<file path="src/rtl/irs_defines.vh">
`ifndef IRS_DEFINES_VH
`define IRS_DEFINES_VH

// Register byte offsets
`define IRS_OFF_RUN_CONFIG     8'h00
`define IRS_OFF_CONTROL        8'h04
`define IRS_OFF_OUTPUT_MODE    8'h80
`define IRS_OFF_RGB_BASE_A     8'h84
`define IRS_OFF_RGB_BASE_B     8'h88
`define IRS_OFF_DEBUG_CONFIG   8'h90
`define IRS_OFF_MAX_WORKMEM    8'hB0
`define IRS_OFF_INPUT_PROG     8'hB8
`define IRS_OFF_HORIZ_PROG     8'hBC
`define IRS_OFF_VERT_PROG      8'hC0
`define IRS_OFF_COLOR_PROG     8'hC4
`define IRS_OFF_LUMA_BASE      8'hD0
`define IRS_OFF_CHROMA_U_BASE  8'hD4
`define IRS_OFF_CHROMA_V_BASE  8'hD8

// Debug configuration fields
`define IRS_DBG_PW_HI          31
`define IRS_DBG_PW_LO          28
`define IRS_DBG_OVERRUN_SELF_RESET_EN_BIT    12
`define IRS_DBG_DBLBUF_BIT     11
`define IRS_DBG_FHORIZ_BIT     10
`define IRS_DBG_FVERT_BIT      9
`define IRS_DBG_RESET          32'h00000200

// Control, mode and run configuration fields
`define IRS_CTL_ENABLE_BIT     0
`define IRS_MODE_YUV_BIT       0
`define IRS_CONT_BIT           4

// Address masks: RGB half-word, YUV word aligned
`define IRS_RGB_MASK           32'hFFFFFFFE
`define IRS_YUV_MASK           32'hFFFFFFFC
`define IRS_ZERO32             32'h00000000
`define IRS_ZERO16             16'h0000
`define IRS_ONE16              16'h0001

`endif

</file>
<file path="src/rtl/irs_pulse_gen.v">
`timescale 1ns/10ps
`default_nettype none

// Self-reset pulse stretcher: width is field value plus one cycle
module irs_pulse_gen #(
  parameter W = 4
) (
  input  wire         clk,
  input  wire         rst,
  input  wire         trig,
  input  wire [W-1:0] width,
  output reg          pulse
);

  reg [W-1:0] cnt_reg;

  // Count down while the pulse is high
  always @(posedge clk or posedge rst) begin
    if (rst) begin
      cnt_reg <= {W{1'b0}};
      pulse   <= 1'b0;
    end else if (trig) begin
      cnt_reg <= width;
      pulse   <= 1'b1;
    end else if (cnt_reg != {W{1'b0}}) begin
      cnt_reg <= cnt_reg - {{(W-1){1'b0}}, 1'b1};
    end else begin
      pulse <= 1'b0;
    end
  end

endmodule // irs_pulse_gen

`default_nettype wire

</file>
<file path="src/rtl/irs_progress.v">
`timescale 1ns/10ps
`default_nettype none

// Two-axis progress counter: x steps, line wraps x and steps y
module irs_progress #(
  parameter W = 16
) (
  input  wire         clk,
  input  wire         rst,
  input  wire         clear,
  input  wire         step,
  input  wire         line_end,
  output reg  [W-1:0] x_cnt,
  output reg  [W-1:0] y_cnt
);

  // Clear has priority so a restart starts from zero
  always @(posedge clk or posedge rst) begin
    if (rst) begin
      x_cnt <= {W{1'b0}};
      y_cnt <= {W{1'b0}};
    end else if (clear) begin
      x_cnt <= {W{1'b0}};
      y_cnt <= {W{1'b0}};
    end else if (line_end) begin
      x_cnt <= {W{1'b0}};
      y_cnt <= y_cnt + {{(W-1){1'b0}}, 1'b1};
    end else if (step) begin
      x_cnt <= x_cnt + {{(W-1){1'b0}}, 1'b1};
    end
  end

endmodule // irs_progress

`default_nettype wire

</file>
<file path="src/rtl/irs_regs.v">
// Added by the designer: the Avalon-MM register port.
`timescale 1ns/10ps
`default_nettype none
`include "irs_defines.vh"

module irs_regs (
  input  wire        sys_clk,
  input  wire        rst,
  // Avalon-MM slave
  input  wire [7:0]  avs_address,
  input  wire        avs_read,
  input  wire        avs_write,
  input  wire [31:0] avs_writedata,
  input  wire [3:0]  avs_byteenable,
  output reg  [31:0] avs_readdata,
  output reg         avs_waitrequest,
  output reg  [1:0]  avs_response,
  // Datapath events
  input  wire        vsync,
  input  wire        frame_start,
  input  wire        frame_done,
  input  wire        in_pixel,
  input  wire        in_line_end,
  input  wire        hr_step,
  input  wire        hr_line_end,
  input  wire        vr_step,
  input  wire        vr_line_end,
  input  wire        cc_step,
  input  wire        cc_line_end,
  input  wire [15:0] workmem_used,
  // Effective settings toward the datapath
  output reg         scaler_enable,
  output reg         continuous_run,
  output reg         yuv_mode,
  output reg  [31:0] frame_target_base,
  output reg  [31:0] luma_base_out,
  output reg  [31:0] chroma_u_base_out,
  output reg  [31:0] chroma_v_base_out,
  output reg         force_vertical_pass,
  output reg         force_horizontal_pass,
  output reg         self_reset
);

  // Shadow (written) copies
  reg [31:0] run_config_reg;
  reg [31:0] control_reg;
  reg [31:0] mode_reg;
  reg [31:0] base_a_reg;
  reg [31:0] base_b_reg;
  reg [31:0] dbg_reg;
  reg [31:0] luma_reg;
  reg [31:0] cu_reg;
  reg [31:0] cv_reg;
  // Active copies seen by the datapath
  reg [31:0] act_mode_reg;
  reg [31:0] act_a_reg;
  reg [31:0] act_b_reg;
  reg [31:0] act_luma_reg;
  reg [31:0] act_cu_reg;
  reg [31:0] act_cv_reg;
  reg        buf_sel_reg;
  reg        busy_reg;
  reg [15:0] peak_reg;
  reg        ack_reg;
  reg [31:0] rdata_next;
  reg        hit_next;

  // Writes land at the answer edge, where the master sees waitrequest low
  wire        wr_go  = avs_write & ack_reg;
  wire        rd_go  = avs_read & ~ack_reg;
  wire        ctl_wr = wr_go && (avs_address == `IRS_OFF_CONTROL);
  wire        new_en = ctl_wr && avs_writedata[`IRS_CTL_ENABLE_BIT];
  wire        dbl    = dbg_reg[`IRS_DBG_DBLBUF_BIT];
  wire        overrun;
  wire        pulse;
  wire [15:0] in_x;
  wire [15:0] in_y;
  wire [15:0] hr_x;
  wire [15:0] hr_y;
  wire [15:0] vr_x;
  wire [15:0] vr_y;
  wire [15:0] cc_x;
  wire [15:0] cc_y;

  // Byte-lane merge, used by every writable register
  function [31:0] merge;
    input [31:0] old;
    input [31:0] nw;
    input [3:0]  be;
    integer i;
    begin
      merge = old;
      for (i = 0; i < 4; i = i + 1)
        if (be[i])
          merge[i*8 +: 8] = nw[i*8 +: 8];
    end
  endfunction

  // Apply point for shadow values
  // every cycle without double buffering, else vsync or enable
  wire apply = ~dbl | vsync | new_en;

  assign overrun = dbg_reg[`IRS_DBG_OVERRUN_SELF_RESET_EN_BIT] & frame_start & busy_reg;

  irs_pulse_gen #(.W(4)) u_pulse (
    .clk   (sys_clk),
    .rst   (rst),
    .trig  (overrun),
    .width (dbg_reg[`IRS_DBG_PW_HI:`IRS_DBG_PW_LO]),
    .pulse (pulse)
  );

  irs_progress #(.W(16)) u_in (
    .clk      (sys_clk),
    .rst      (rst),
    .clear    (frame_done | pulse),
    .step     (in_pixel),
    .line_end (in_line_end),
    .x_cnt    (in_x),
    .y_cnt    (in_y)
  );

  irs_progress #(.W(16)) u_hr (
    .clk      (sys_clk),
    .rst      (rst),
    .clear    (frame_start | pulse),
    .step     (hr_step),
    .line_end (hr_line_end),
    .x_cnt    (hr_x),
    .y_cnt    (hr_y)
  );

  irs_progress #(.W(16)) u_vr (
    .clk      (sys_clk),
    .rst      (rst),
    .clear    (frame_start | pulse),
    .step     (vr_step),
    .line_end (vr_line_end),
    .x_cnt    (vr_x),
    .y_cnt    (vr_y)
  );

  irs_progress #(.W(16)) u_cc (
    .clk      (sys_clk),
    .rst      (rst),
    .clear    (frame_start | pulse),
    .step     (cc_step),
    .line_end (cc_line_end),
    .x_cnt    (cc_x),
    .y_cnt    (cc_y)
  );

  // Software writes into shadow registers
  always @(posedge sys_clk or posedge rst) begin
    if (rst) begin
      run_config_reg <= `IRS_ZERO32;
      control_reg    <= `IRS_ZERO32;
      mode_reg       <= `IRS_ZERO32;
      base_a_reg     <= `IRS_ZERO32;
      base_b_reg     <= `IRS_ZERO32;
      dbg_reg        <= `IRS_DBG_RESET;
      luma_reg       <= `IRS_ZERO32;
      cu_reg         <= `IRS_ZERO32;
      cv_reg         <= `IRS_ZERO32;
    end else if (wr_go) begin
      case (avs_address)
        `IRS_OFF_RUN_CONFIG:    run_config_reg <= merge(run_config_reg, avs_writedata, avs_byteenable);
        `IRS_OFF_CONTROL:       control_reg <= merge(control_reg, avs_writedata, avs_byteenable);
        `IRS_OFF_OUTPUT_MODE:   mode_reg <= merge(mode_reg, avs_writedata, avs_byteenable);
        `IRS_OFF_RGB_BASE_A:    base_a_reg <= merge(base_a_reg, avs_writedata, avs_byteenable) & `IRS_RGB_MASK;
        `IRS_OFF_RGB_BASE_B:    base_b_reg <= merge(base_b_reg, avs_writedata, avs_byteenable) & `IRS_RGB_MASK;
        `IRS_OFF_DEBUG_CONFIG:  dbg_reg <= merge(dbg_reg, avs_writedata, avs_byteenable);
        `IRS_OFF_LUMA_BASE:     luma_reg <= merge(luma_reg, avs_writedata, avs_byteenable) & `IRS_YUV_MASK;
        `IRS_OFF_CHROMA_U_BASE: cu_reg <= merge(cu_reg, avs_writedata, avs_byteenable) & `IRS_YUV_MASK;
        `IRS_OFF_CHROMA_V_BASE: cv_reg <= merge(cv_reg, avs_writedata, avs_byteenable) & `IRS_YUV_MASK;
        default: ;
      endcase
    end
  end

  // Shadow to active transfer; debug bits act at once for debugging
  always @(posedge sys_clk or posedge rst) begin
    if (rst) begin
      act_mode_reg <= `IRS_ZERO32;
      act_a_reg    <= `IRS_ZERO32;
      act_b_reg    <= `IRS_ZERO32;
      act_luma_reg <= `IRS_ZERO32;
      act_cu_reg   <= `IRS_ZERO32;
      act_cv_reg   <= `IRS_ZERO32;
    end else if (apply) begin
      act_mode_reg <= mode_reg;
      act_a_reg    <= base_a_reg;
      act_b_reg    <= base_b_reg;
      act_luma_reg <= luma_reg;
      act_cu_reg   <= cu_reg;
      act_cv_reg   <= cv_reg;
    end
  end

  // Frame state, buffer ping-pong and peak memory
  always @(posedge sys_clk or posedge rst) begin
    if (rst) begin
      busy_reg    <= 1'b0;
      buf_sel_reg <= 1'b0;
      peak_reg    <= `IRS_ZERO16;
    end else begin
      if (pulse)
        busy_reg <= 1'b0;
      else if (frame_start)
        busy_reg <= 1'b1;
      else if (frame_done)
        busy_reg <= 1'b0;
      if (new_en)
        buf_sel_reg <= 1'b0;
      else if (frame_done)
        buf_sel_reg <= ~buf_sel_reg;
      if (new_en)
        peak_reg <= `IRS_ZERO16;
      else if (workmem_used > peak_reg)
        peak_reg <= workmem_used;
    end
  end

  // Registered outputs toward the datapath
  always @(posedge sys_clk or posedge rst) begin
    if (rst) begin
      scaler_enable         <= 1'b0;
      continuous_run        <= 1'b0;
      yuv_mode              <= 1'b0;
      frame_target_base     <= `IRS_ZERO32;
      luma_base_out         <= `IRS_ZERO32;
      chroma_u_base_out     <= `IRS_ZERO32;
      chroma_v_base_out     <= `IRS_ZERO32;
      force_vertical_pass   <= 1'b1;
      force_horizontal_pass <= 1'b0;
      self_reset            <= 1'b0;
    end else begin
      scaler_enable         <= control_reg[`IRS_CTL_ENABLE_BIT];
      continuous_run        <= run_config_reg[`IRS_CONT_BIT];
      yuv_mode              <= act_mode_reg[`IRS_MODE_YUV_BIT];
      frame_target_base     <= buf_sel_reg ? act_b_reg : act_a_reg;
      luma_base_out         <= act_mode_reg[`IRS_MODE_YUV_BIT] ? act_luma_reg : `IRS_ZERO32;
      chroma_u_base_out     <= act_mode_reg[`IRS_MODE_YUV_BIT] ? act_cu_reg : `IRS_ZERO32;
      chroma_v_base_out     <= act_mode_reg[`IRS_MODE_YUV_BIT] ? act_cv_reg : `IRS_ZERO32;
      force_vertical_pass   <= dbg_reg[`IRS_DBG_FVERT_BIT];
      force_horizontal_pass <= dbg_reg[`IRS_DBG_FHORIZ_BIT];
      self_reset            <= pulse;
    end
  end

  // Read decode
  always @* begin
    rdata_next = `IRS_ZERO32;
    hit_next   = 1'b1;
    case (avs_address)
      `IRS_OFF_RUN_CONFIG:    rdata_next = run_config_reg;
      `IRS_OFF_CONTROL:       rdata_next = control_reg;
      `IRS_OFF_OUTPUT_MODE:   rdata_next = mode_reg;
      `IRS_OFF_RGB_BASE_A:    rdata_next = base_a_reg;
      `IRS_OFF_RGB_BASE_B:    rdata_next = base_b_reg;
      `IRS_OFF_DEBUG_CONFIG:  rdata_next = dbg_reg;
      `IRS_OFF_MAX_WORKMEM:   rdata_next = {`IRS_ZERO16, peak_reg};
      `IRS_OFF_INPUT_PROG:    rdata_next = {in_y, in_x};
      `IRS_OFF_HORIZ_PROG:    rdata_next = {hr_x, hr_y};
      `IRS_OFF_VERT_PROG:     rdata_next = {vr_x, vr_y};
      `IRS_OFF_COLOR_PROG:    rdata_next = {cc_x, cc_y};
      `IRS_OFF_LUMA_BASE:     rdata_next = luma_reg;
      `IRS_OFF_CHROMA_U_BASE: rdata_next = cu_reg;
      `IRS_OFF_CHROMA_V_BASE: rdata_next = cv_reg;
      default:                hit_next = 1'b0;
    endcase
  end

  // Bus handshake: one wait cycle, answer on the second edge
  always @(posedge sys_clk or posedge rst) begin
    if (rst) begin
      ack_reg         <= 1'b0;
      avs_waitrequest <= 1'b1;
      avs_readdata    <= `IRS_ZERO32;
      avs_response    <= 2'h0;
    end else if ((avs_read | avs_write) & ~ack_reg) begin
      ack_reg         <= 1'b1;
      avs_waitrequest <= 1'b0;
      avs_readdata    <= rd_go ? rdata_next : `IRS_ZERO32;
      avs_response    <= hit_next ? 2'h0 : 2'h3;
    end else begin
      ack_reg         <= 1'b0;
      avs_waitrequest <= 1'b1;
    end
  end

endmodule // irs_regs

`default_nettype wire

</file>
<file path="config.mk">
export PLATFORM = sky130hd
export DESIGN_NAME = irs_regs
export DESIGN_NICKNAME = d
export VERILOG_FILES = /design/src/rtl/irs_pulse_gen.v /design/src/rtl/irs_progress.v /design/src/rtl/irs_regs.v
export VERILOG_INCLUDE_DIRS = /design/src /design/src/rtl
export SDC_FILE = /design/constraint.sdc
export NUM_CORES = 1
export LEC_CHECK = 0
export ABC_AREA = 1
export BUFFER_PORTS_ARGS = -buffer_cell sky130_fd_sc_hd__buf_2
export CORE_UTILIZATION = 55
export DETAILED_ROUTE_END_ITERATION = 16
export GPL_ROUTABILITY_DRIVEN = 0
export HOLD_SLACK_MARGIN = 0.03
export PLACE_DENSITY_LB_ADDON = 0.3
export SKIP_LAST_GASP = 1
export SYNTH_ARGS = -nofsm -noshare
export SYNTH_HDL_FRONTEND = slang
export SYNTH_SLANG_ARGS = --single-unit
export TNS_END_PERCENT = 1
</file>
<file path="constraint.sdc">
create_clock -name sys_clk -period 21.8 [get_ports sys_clk]
set_input_delay 0 -clock sys_clk [delete_from_list [all_inputs] [get_ports sys_clk]]
set_output_delay 0 -clock sys_clk [all_outputs]
set_load 0.02 [all_outputs]
</file>
==> qor.csv <==
stage,metric,value,unit
outcome,status,"complete, no violations",
floorplanning,die_y,249.7,um
power_and_ir_drop,total_power,3057,uW
synthesis,ys_seq_elements,746,
grt,grt_use_total,33.16,%
worst_setup_path,start_kind,register,
detailed_routing,wl_per_cell,19.45,um
power_and_ir_drop,p_leak,0.01954,uW
synthesis,synth_cell_types,45,
worst_setup_path,cp_max_fo,116,
cts,cts_setup_buffers,0,
finish,n_antenna_cell,0,
timing,rsz0062_at_grt,false,
cts,cts_tree,built,
detailed_routing,vias_per_cell,5.710,
synthesis,netlist_area,33730,sq um
power_and_ir_drop,powerDensity,79.26,nW/um^2
place,io_buffers,236,
worst_setup_path,cp.required,22.23,ns
detailed_routing,ant_nets,0,
synthesis,synth_largest_area_cell,dfrtp_1,
grt,grt_pass1_vias,27547,
cts,cts.htree.levels,3,
finish,areaGrowthSynthToFinish,14.33,%
timing,clock_skew,0.02417,ns
cts,root_buffer,clkbuf_16,
finish,most-common-layout-cells,"1,265 x nand2_1, 741 x dfrtp_1, 498 x inv_1",
power_and_ir_drop,p_switching,757.2,uW
timing,min_period_over_period,16.26,%
run,drv_cap,0,
power_and_ir_drop,clkPwrFrac,44.5,%
synthesis,synthTopCellsByArea,"dfrtp_1 55%, nand2_1 14%, o21ai_0 7.0%",
grt,grt_max_degree,186,
floorplanning,die_area,62330,sq um
timing,setup_viol,0,
power_and_ir_drop,pwr-share-seq,47.5,%
power_and_ir_drop,ir_worst_vdd,0.00005177,V
detailed_routing,wl,101.8,mm
timing,timing.final.max_slew_violations,0,
power_and_ir_drop,sw_frac_of_total,24.77,%
finish,finalNetCount,4493,
detailed_routing,firstDrtPassIters,9,
floorplanning,core_area,60470,sq um
grt,antenna_found_initial,2,
cts,clk_pin_slew,0.06,ns
detailed_routing,drt_iter0_markers,4028,
timing,fmax,282.1,MHz
worst_setup_path,crit_type,reg -> reg,
power_and_ir_drop,comb_power_share,7.9,%
grt,overflow,0,
synthesis,synth_top_flop_cell,dfrtp_1,
cts,cts.repair.resized,0,
timing,period_minus_slack,3.544,ns
timing,tightest_slew,1.041,ns
synthesis,synthArstFlopShare,100.0,%
timing,setup-tns-final,0,ns
finish,stdcell_area,38570,sq um
worst_setup_path,critPathArrivalTime,3.97,ns
finish,nFillCells,5063,
floorplanning,die_w,249.7,um
floorplanning,start_util,55.79,%
finish,drive_gt1_share,9.973,%
finish,mostFrequentLayoutCell,nand2_1,
cts,cts_sinks,746,
synthesis,synth_top_area_share,55.11,%
min_path,hold_path.class,in -> async,
cts,clock_latency,0.63,ns
place,placed_cell_area,35320,sq um
place,hpwl,68.78,mm
synthesis,syn_inst,4168,
detailed_routing,vias,29884,
worst_setup_path,endpoint_kind,register,
cts,clock_path_buffers,3,
synthesis,avgSynthCellArea,8.094,sq um
synthesis,synth-edff-count,0,
power_and_ir_drop,p_int,2300,uW
floorplanning,std_cell_rows,90,
floorplanning,io_pins,244,
cts,numCtsBuffers,78,
synthesis,synth_warnings,0,
synthesis,yosysSeqAreaShare,55.35,%
timing,hold_violations,0,
detailed_routing,remaining_drc_errors,0,
grt,grt_pass1_wl,159.8,mm
timing,relSlewSlack,30.61,%
[metal layers]
| metal | track usage, % | up-vias | share of wire (%) |
|---|---|---|---|
| li1 | - | 13712 | - |
| met1 | 49.58 | 14203 | 42 |
| met2 | 46.34 | 1740 | 42 |
| met3 | 8.917 | 225 | 13 |
| met4 | 11.66 | 4 | 3.4 |
| met5 | 0 | - | 0.021 |
[through the flow]
stage | util [%] | setup slack, ns | cells | hold slack, ns
floorplan | - | 0.8706 | 4174 | 0.1419
global placement | 58.41 | 18.33 | 5031 | 0.1656
detailed placement | 58.41 | 18.32 | 5031 | 0.1661
CTS | 63.78 | 18.40 | 5234 | 0.06078
global route | 63.78 | 17.99 | 5234 | 0.1162
finish | 63.78 | 18.26 | 5234 | 0.03425
[cells in the mapped netlist (2+ instances only)]
| cell | number |
|---|---|
| a21oi_1 | 90 |
| o21ai_0 | 474 |
| ha_1 | 25 |
| a31oi_1 | 4 |
| nor2_4 | 5 |
| o21ai_1 | 75 |
| buf_1 | 8 |
| o22ai_1 | 2 |
| nor2_1 | 228 |
| xnor2_1 | 7 |
| nor3b_1 | 7 |
| nor3_1 | 59 |
| dfrtp_1 | 743 |
| nand2_1 | 1265 |
| dfstp_2 | 3 |
| nor4_1 | 3 |
| nor3_2 | 4 |
| a211oi_1 | 2 |
| o21a_1 | 5 |
| buf_2 | 68 |
| and3_1 | 5 |
| clkbuf_1 | 88 |
| inv_1 | 500 |
| nand2_2 | 9 |
| buf_4 | 23 |
| nand3b_1 | 3 |
| inv_2 | 8 |
| o221a_2 | 2 |
| nand3_1 | 361 |
| nor2_2 | 14 |
| nand4_1 | 63 |
| o31ai_1 | 2 |
[cells by family after synthesis]
group,after synthesis,share of synthesized area [%]
fa+ha+maj,25,0.9272
simple gates,2030,25.24
xor+xnor,8,0.2077
compound gates,661,9.977
flops,746,55.35
other cells,1,0.01112
buf+inv,697,8.293
[power by group through the flow]
stage               clock network (uW)  logic [uW]  registers, uW
global route                      1430         273           1460
global placement                     0         221           1480
CTS                               1370         240           1450
detailed placement                   0         228           1480
floorplan                            0         157           1470
finish                            1360         242           1450
[critical path, stage by stage (launching register included)]
cell,delay [ns]
dfrtp_1,0.35
nand2_1,0.28
nor2_1,0.26
nand2_2,0.44
nand3b_4,0.75
buf_4,0.85
o21ai_0,0.27
[final cells by class]
type	instances	area, sq um	share of cell area, %
sequential	746	18670	48.42
multi-input combinational	2731	12340	31.99
tap	782	978.4	2.537
inverter	509	1921	4.980
clock buffer	116	2326	6.031
timing repair buffer	327	2049	5.314
clock inverter	23	284.0	0.7364
[worst paths after layout]
path / startpoint / end / slack [ns] / depth (start not counted)
hold reg to reg: dbg_reg[9] / force_vertical_pass / 0.41 / 0
max in group asynchronous: rst / act_luma_reg[22] / 18.65 / 6
hold / removal: rst / yuv_mode / 0.03 / 3
setup reg to reg: ack_reg / act_luma_reg[16] / 18.26 / 6
setup / recovery: ack_reg / act_luma_reg[16] / 18.26 / 6
min in group sys_clk: avs_byteenable[1] / cu_reg[10] / 0.09 / 5
[what timing repair did]
action | in CTS | in global routing
hold endpoints to repair | 525 | 0
endpoints found under the setup margin | 0 | 0
hold buffers | 64 | 0
No activity file was read; power rests on OpenSTA's default activity.
